<file path="src/flash_cmd_pkg.sv">
// Package for the flash command sequencer: command codes, field layouts, reset values, timing.
// Assumes one 20 MHz core clock and an active-high asynchronous reset.
package flash_cmd_pkg;

    // ========================================
    // Command codes and word indices
    localparam logic [7:0] cmd_sector_erase_c = 8'h0a;
    localparam logic [7:0] cmd_unsecure_c = 8'h0b;
    localparam logic [7:0] cmd_backdoor_c = 8'h0c;
    localparam logic [2:0] idx_sector_erase_c = 3'h1;
    localparam logic [2:0] idx_unsecure_c = 3'h0;
    localparam logic [2:0] idx_backdoor_c = 3'h4;

    // ========================================
    // Address field positions
    localparam int addr_region_lsb_c = 16;
    localparam int addr_region_msb_c = 22;
    localparam logic [2:0] phrase_align_c = 3'h0;
    localparam int sector_lsb_c = 10;
    localparam int sector_w_c = 8;

    // ========================================
    // Security and key enable encoding
    localparam logic [1:0] key_enabled_c = 2'h2;
    localparam logic [1:0] sec_unsecured_c = 2'h2;
    localparam logic [1:0] sec_secured_c = 2'h3;

    // ========================================
    // Reset values and timing
    localparam logic [1:0] sec_reset_c = 2'h3;
    localparam int clk_mhz_c = 20;
    localparam int erase_time_us_c = 4;
    localparam int erase_cycles_c = erase_time_us_c * clk_mhz_c;
    localparam logic [7:0] erase_cycles_w_c = 8'(erase_cycles_c);

    // ========================================
    // Grouped carriers
    typedef struct packed {
        logic [7:0] cmd;
        logic [2:0] index;
        logic [22:0] addr;
        logic [63:0] key;
    } command_object_words_t;

    typedef struct packed {
        logic access_error_flag;
        logic protection_violation_flag;
        logic verify_error_status;
        logic verify_fatal_status;
        logic command_complete_flag;
    } flash_status_register_t;

    typedef enum logic [2:0] {
        st_idle = 3'b000,
        st_check = 3'b001,
        st_erase = 3'b011,
        st_verify = 3'b010,
        st_key = 3'b111,
        st_done = 3'b110
    } seq_state_t;

endpackage : flash_cmd_pkg

</file>
<file path="src/launch_checker.sv">
// Launch-time error checks for one command object.
// Assumes inputs are steady in the cycle the check is taken.
`timescale 1ns/1ps
module launch_checker
    import flash_cmd_pkg::*;
(
    // Command
    input wire command_object_words_t words,
    input wire logic mode_allows_erase,
    input wire logic mode_allows_unsecure,
    // Region and protection
    input wire logic [127:0] region_valid,
    input wire logic [255:0] sector_protected,
    input wire logic any_protected,
    // Result
    output logic access_error,
    output logic protect_error
);
    logic [6:0] region;
    logic [7:0] sector;

    assign region = words.addr[addr_region_msb_c:addr_region_lsb_c];
    assign sector = words.addr[sector_lsb_c +: sector_w_c];

    always_comb begin
        access_error = 1'b0;
        protect_error = 1'b0;
        unique case (words.cmd)
            cmd_sector_erase_c: begin
                if (words.index != idx_sector_erase_c) access_error = 1'b1;
                if (!mode_allows_erase) access_error = 1'b1;
                if (!region_valid[region]) access_error = 1'b1;
                if (words.addr[2:0] != phrase_align_c) access_error = 1'b1;
                protect_error = sector_protected[sector];
            end
            cmd_unsecure_c: begin
                if (words.index != idx_unsecure_c) access_error = 1'b1;
                if (!mode_allows_unsecure) access_error = 1'b1;
                protect_error = any_protected;
            end
            cmd_backdoor_c: begin
                if (words.index != idx_backdoor_c) access_error = 1'b1;
            end
            default: access_error = 1'b1;
        endcase
    end
endmodule : launch_checker

</file>
<file path="src/erase_timer.sv">
// Countdown used to pace the erase phase.
// Assumes start is a single-cycle pulse.
`timescale 1ns/1ps
module erase_timer
    import flash_cmd_pkg::*;
(
    // Clock and reset
    input wire logic core_clk,
    input wire logic rst,
    // Control
    input wire logic start,
    output logic done
);
    logic [7:0] count_q;

    always_ff @(posedge core_clk or posedge rst) begin
        if (rst) begin
            count_q <= 8'h00;
        end else if (start) begin
            count_q <= erase_cycles_w_c;
        end else if (count_q != 8'h00) begin
            count_q <= count_q - 8'h01;
        end
    end

    assign done = (count_q == 8'h01);
endmodule : erase_timer

</file>
<file path="src/flash_command_error_unsecure.sv">
// Flash command sequencer: launch checks, sector erase, array unsecure, backdoor key.
// Assumes the array model answers verify results and the CPU side decodes its own writes.
//
// Function
// - Sector erase needs final word index one
// - Command unavailable in mode sets access error
// - Invalid region address bits set access error
// - Misaligned phrase address sets access error
// - Protected sector erase sets protection violation
// - Any verify error sets verify error bit
// - Fatal verify error sets fatal bit
// - Unsecure is code 0x0b, index zero
// - Unsecure launch erases and verifies whole array
// - Verify pass makes device unsecured
// - Verify fail flags error, keeps security
// - Command complete sets when unsecure ends
// - Unsecure needs word index zero
// - Any protected region blocks unsecure
// - Backdoor verify runs only when keys enabled
// - Matching backdoor keys unsecure the device
`timescale 1ns/1ps
module flash_command_error_unsecure
    import flash_cmd_pkg::*;
(
    // Clock and reset
    input wire logic core_clk,
    input wire logic rst,
    // Command object and launch
    input wire command_object_words_t command_object_words,
    input wire logic launch,
    input wire logic clear_errors,
    // Mode and protection
    input wire logic mode_allows_erase,
    input wire logic mode_allows_unsecure,
    input wire logic [127:0] region_valid,
    input wire logic [255:0] sector_protected,
    input wire logic any_protected,
    // Security configuration
    input wire logic [1:0] backdoor_key_enable,
    input wire logic [63:0] stored_key,
    // Array interface
    output logic array_erase_all,
    output logic sector_erase,
    output logic [22:0] erase_addr,
    input wire logic verify_error,
    input wire logic verify_fatal,
    // Status
    output flash_status_register_t flash_status_register,
    output logic [1:0] security_state
);
    seq_state_t state_q;
    seq_state_t state_d;
    command_object_words_t cmd_q;
    logic acc_err;
    logic prot_err;
    logic timer_start;
    logic timer_done;
    logic access_error_q;
    logic protect_q;
    logic verr_q;
    logic vfatal_q;
    logic [1:0] sec_q;
    logic launch_ok;
    logic command_complete_seen;

    launch_checker launch_checker_inst (
        .words(command_object_words),
        .mode_allows_erase(mode_allows_erase),
        .mode_allows_unsecure(mode_allows_unsecure),
        .region_valid(region_valid),
        .sector_protected(sector_protected),
        .any_protected(any_protected),
        .access_error(acc_err),
        .protect_error(prot_err)
    );

    erase_timer erase_timer_inst (
        .core_clk(core_clk),
        .rst(rst),
        .start(timer_start),
        .done(timer_done)
    );

    // ========================================
    // Sequencer
    // A launch while busy is ignored; software must wait for the complete flag.
    assign launch_ok = launch && (state_q == st_idle) && !acc_err && !prot_err;

    always_comb begin
        state_d = state_q;
        timer_start = 1'b0;
        unique case (state_q)
            st_idle: begin
                if (launch_ok) begin
                    state_d = st_check;
                end
            end
            st_check: begin
                if (cmd_q.cmd == cmd_backdoor_c) begin
                    state_d = st_key;
                end else begin
                    state_d = st_erase;
                    timer_start = 1'b1;
                end
            end
            st_erase: begin
                if (timer_done) begin
                    state_d = st_verify;
                end
            end
            st_verify: state_d = st_done;
            st_key: state_d = st_done;
            st_done: state_d = st_idle;
            default: state_d = st_idle;
        endcase
    end

    always_ff @(posedge core_clk or posedge rst) begin
        if (rst) begin
            state_q <= st_idle;
        end else begin
            state_q <= state_d;
        end
    end

    always_ff @(posedge core_clk or posedge rst) begin
        if (rst) begin
            cmd_q <= '0;
        end else if (launch && state_q == st_idle) begin
            cmd_q <= command_object_words;
        end
    end

    // ========================================
    // Error flags: a new error wins over a clear in the same cycle
    always_ff @(posedge core_clk or posedge rst) begin
        if (rst) begin
            access_error_q <= 1'b0;
            protect_q <= 1'b0;
        end else begin
            if (launch && state_q == st_idle && acc_err) begin
                access_error_q <= 1'b1;
            end else if (clear_errors) begin
                access_error_q <= 1'b0;
            end
            if (launch && state_q == st_idle && prot_err) begin
                protect_q <= 1'b1;
            end else if (clear_errors) begin
                protect_q <= 1'b0;
            end
        end
    end

    always_ff @(posedge core_clk or posedge rst) begin
        if (rst) begin
            verr_q <= 1'b0;
            vfatal_q <= 1'b0;
        end else if (launch_ok) begin
            verr_q <= 1'b0;
            vfatal_q <= 1'b0;
        end else if (state_q == st_verify) begin
            verr_q <= verify_error | verify_fatal;
            vfatal_q <= verify_fatal;
        end
    end

    // ========================================
    // Security state
    always_ff @(posedge core_clk or posedge rst) begin
        if (rst) begin
            sec_q <= sec_reset_c;
        end else if (state_q == st_verify && cmd_q.cmd == cmd_unsecure_c) begin
            if (!verify_error && !verify_fatal) begin
                sec_q <= sec_unsecured_c;
            end
        end else if (state_q == st_key && backdoor_key_enable == key_enabled_c) begin
            if (cmd_q.key == stored_key) begin
                sec_q <= sec_unsecured_c;
            end
        end
    end

    // ========================================
    // Outputs
    // Complete is low only while a command that passed its checks runs.
    assign array_erase_all = (state_q == st_erase) && (cmd_q.cmd == cmd_unsecure_c);
    assign sector_erase = (state_q == st_erase) && (cmd_q.cmd == cmd_sector_erase_c);
    assign erase_addr = cmd_q.addr;
    assign security_state = sec_q;
    assign command_complete_seen = flash_status_register.command_complete_flag;

    always_comb begin
        flash_status_register.access_error_flag = access_error_q;
        flash_status_register.protection_violation_flag = protect_q;
        flash_status_register.verify_error_status = verr_q;
        flash_status_register.verify_fatal_status = vfatal_q;
        flash_status_register.command_complete_flag = (state_q == st_idle);
    end
endmodule : flash_command_error_unsecure

</file>
<file path="config.mk">
export PLATFORM = sky130hd
export DESIGN_NAME = flash_command_error_unsecure
export DESIGN_NICKNAME = d
export VERILOG_FILES = /design/src/flash_cmd_pkg.sv /design/src/launch_checker.sv /design/src/erase_timer.sv /design/src/flash_command_error_unsecure.sv
export SDC_FILE = /design/constraint.sdc
export NUM_CORES = 1
export LEC_CHECK = 0
export BUFFER_PORTS_ARGS = -buffer_cell sky130_fd_sc_hd__buf_2
export CORE_AREA = 2 2 226 228
export DETAILED_ROUTE_END_ITERATION = 8
export DIE_AREA = 0 0 228 230
export MAX_ROUTING_LAYER = met4
export PLACE_DENSITY = 0.49
export REMOVE_ABC_BUFFERS = 1
export SKIP_CTS_REPAIR_TIMING = 1
export SLEW_MARGIN = 0
export SYNTH_ARGS = -nofsm -noshare
export SYNTH_HDL_FRONTEND = slang
export SYNTH_SLANG_ARGS = --single-unit
export TNS_END_PERCENT = 100
</file>
<file path="constraint.sdc">
create_clock -name core_clk -period 3.8 [get_ports core_clk]
set_clock_uncertainty 0.05 [all_clocks]
set_input_delay 0.38 -clock core_clk [delete_from_list [all_inputs] [get_ports core_clk]]
set_output_delay 0.38 -clock core_clk [all_outputs]
set_load 0.05 [all_outputs]
</file>
==> flow_summary_export.csv <==
group,metric,value,unit
status,status,"finished clean",
placement,gp_congestion,0.9807,
routing,via_per_inst,4.384,
routing,drt-met1-wl,18170,µm
power,p_sw,0.8739,mW
timing,slew_viol_final,0,
routing,drc_errors,0,
final_layout,area.growth.synth_to_final,43.47,%
job,maxCapViolCount,0,
power,power.density,235.5,nW/µm²
die,io_pins,589,
global_route,grt_pass1_vias,10100,
clocking,cts_root_buf,"clkbuf_16",
routing,firstDrtPassIters,6,
final_layout,fin_nets,2012,
die,dieArea,52440,µm²
global_route,antenna_found_initial,22,
global_route,grt_usage,0.1713,
routing,initialDrtViolationCount,476,
placement,dpl.hpwl,38300,µm
synthesis,ys_warn_count,0,
critical_path,cpLargestDelayFamily,"compound AO/OA/AOI/OAI gates",
synthesis,yosys.area.top_type_share,0.3133,
global_route,grt-ovfl-total,0,
power,power_frac_seq,0.397,
timing,hold_viol_final,0,
clocking,cts.path.max_buffers,2,
final_layout,register_area,2779,µm²
placement,io_buffers,587,
timing,relSlewSlack,0.3861,
timing,holdWs,130.1,ps
timing,rsz0062_at_grt,"false",
routing,wl_met2,21680,µm
critical_path,crit_buf_inv,3,
timing,finalSetupViolations,0,
critical_path,critPathLaunch,"command_object_words[74]",
synthesis,netlist_area,8787,µm²
timing,max_freq,321.7,MHz
routing,vias,9394,
clocking,clock-sinks,111,
routing,met3_length,2857,µm
critical_path,crit_required,4030,ps
critical_path,slowest_delay,850,ps
clocking,worstSkewPairLatency,370,ps
die,die_height,230,µm
hold_path,hold_path_class,"primary input to async pin",
routing,topRoutingLayerUsed,"met4",
routing,antenna_left,0,
final_layout,mostFrequentLayoutCell,"buf_2",
global_route,grt_pass1_wl,64040,µm
critical_path,worst_path_max_delay_cell,"a2111oi_1",
die,floorplan.initialDensity,0.1762,
critical_path,arrival,3340,ps
clocking,cts_tree,"built",
power,switching_share,0.2943,
critical_path,worst_path_most_repeated_cell,"buf_4",
final_layout,final_util,0.2528,
critical_path,end_kind,"flop",
timing,worst_pin_slew,918.5,ps
routing,totalWireLength,44630,µm
synthesis,synthTopCellsByArea,"dfrtp_1, mux4_2, nand2_1",
power,p_clk_frac,0.335,
critical_path,worstPathCellList,"buf_4, buf_4, mux4_2, a22oi_1, a311oi_1, a2111oi_1, a2111oi_2, buf_4, a211oi_1",
timing,fin_ws,691.9,ps
timing,finalSetupTns,0,ps
timing,finalCritPeriodShare,0.8179,
synthesis,netlist_instances,926,
synthesis,yosys_most_used_dff,"dfrtp_1",
critical_path,critPathKind,"primary input to flop",
power,leakagePower,6.466,nW
synthesis,async_flop_share,1.000,
clocking,clk_pin_slew,80,ps
critical_path,critPathLaunchType,"primary input",
power,p_comb_frac,0.268,
die,coreArea,49860,µm²
final_layout,layout-drive-gt1-share,0.4904,
global_route,grt_max_degree,87,
synthesis,synth-edff-count,0,
placement,pre_cts_slack,306.1,ps
final_layout,nFillCells,5498,
synthesis,ys_ff_latch,111,
final_layout,final_cell_mix,"buf_2, nand2_1, dfrtp_1",
synthesis,post_synth.cell_area_avg,9.489,µm²
power,p_int,2.095,mW
synthesis,seq_area_frac_synth,0.3162,
die,rows,82,
synthesis,yosysTopAreaCell,"dfrtp_1",
clocking,cts_buffers,9,
final_layout,multi_input_area,5408,µm²
critical_path,r2r-start,"state_q[2]",
synthesis,synth_cell_types,58,
timing,min_period,3108,ps
power,irDropWorstVdd,0.0001972,V
critical_path,cp_max_fo,22,
clocking,htreeDepth,3,
routing,post_drt_wl_per_cell,20.82,µm
die,die_x,228,µm
## power by group through the flow
stage | Combinational (mW) | Sequential [mW] | Clock [mW]
2_1_floorplan | 0.307 | 1.20 | 0
3_3_place_gp | 0.802 | 1.20 | 0
3_5_place_dp | 0.805 | 1.20 | 0
4_1_cts | 0.807 | 1.18 | 1.06
5_1_grt | 0.860 | 1.18 | 1.09
6_report | 0.795 | 1.18 | 0.994
## stage by stage
step	area, µm²	total power, mW	std cells
floorplan	8285	1.511	836
global placement	12290	2.006	2114
detailed placement	12290	2.008	2114
CTS	12570	3.044	2130
global route	12600	3.131	2140
finish	12610	2.969	2143
## registers in the layout, summed over array words and instances, names as in the netlist
signal,count
verr_q,1
protect_q,1
access_error_q,1
cmd_q,72
security_state,1
erase_addr,23
state_q,3
vfatal_q,1
erase_timer_inst.count_q,8
## cells in the mapped netlist (7+ instances only)
cell	count
a22oi_1	24
buf_4	35
nand2b_1	9
nand3_1	12
buf_2	14
nor2_1	22
nor4_1	15
nand2_1	278
nand4_1	11
inv_1	29
nor2b_1	10
nor3_1	8
clkbuf_1	33
mux2i_1	59
o21ai_0	20
dfrtp_1	110
o22ai_1	7
mux4_2	82
xor2_1	29
a21oi_1	14
xnor2_1	20
## routing by layer
| metal | global-route usage | vias up |
|---|---|---|
| met1 | 0.1995 | 4491 |
| met5 | - | - |
| li1 | - | 4378 |
| met3 | 0.03621 | 87 |
| met4 | 0.07537 | 0 |
| met2 | 0.2852 | 438 |
## cell families (layout without fill, tap and decap cells)
logic type      count (synthesis)  count (layout)  synth area share
simple gates                  401             401            0.2035
compound gates                101             101           0.08002
buf+inv                       119             651           0.06949
fa+ha+maj                       2               2          0.002847
other cells                     1              14         0.0004268
mux                           142             142            0.2787
flops                         111             111            0.3162
xor+xnor                       49              49           0.04884
## final cells by class
type,count,share of cell area
Clock inverter,6,0.003871
Multi-Input combinational cell,696,0.4289
Antenna cell,13,0.002580
Tap cell,672,0.06669
Inverter,29,0.008833
Clock buffer,10,0.01896
Timing Repair Buffer,606,0.2497
Sequential cell,111,0.2204
## final timing paths
path                                endpoint  cells past startpoint  slack (ps)
setup / recovery                      verr_q                      9         690
max in group asynchronous  security_state[0]                      3        2710
setup reg to reg              erase_addr[14]                      5        1490
hold reg to reg                    cmd_q[94]                      2         420
min in group core_clk              cmd_q[45]                      3         140
hold / removal                 erase_addr[7]                      2         130
(Power assumes the default switching activity.)
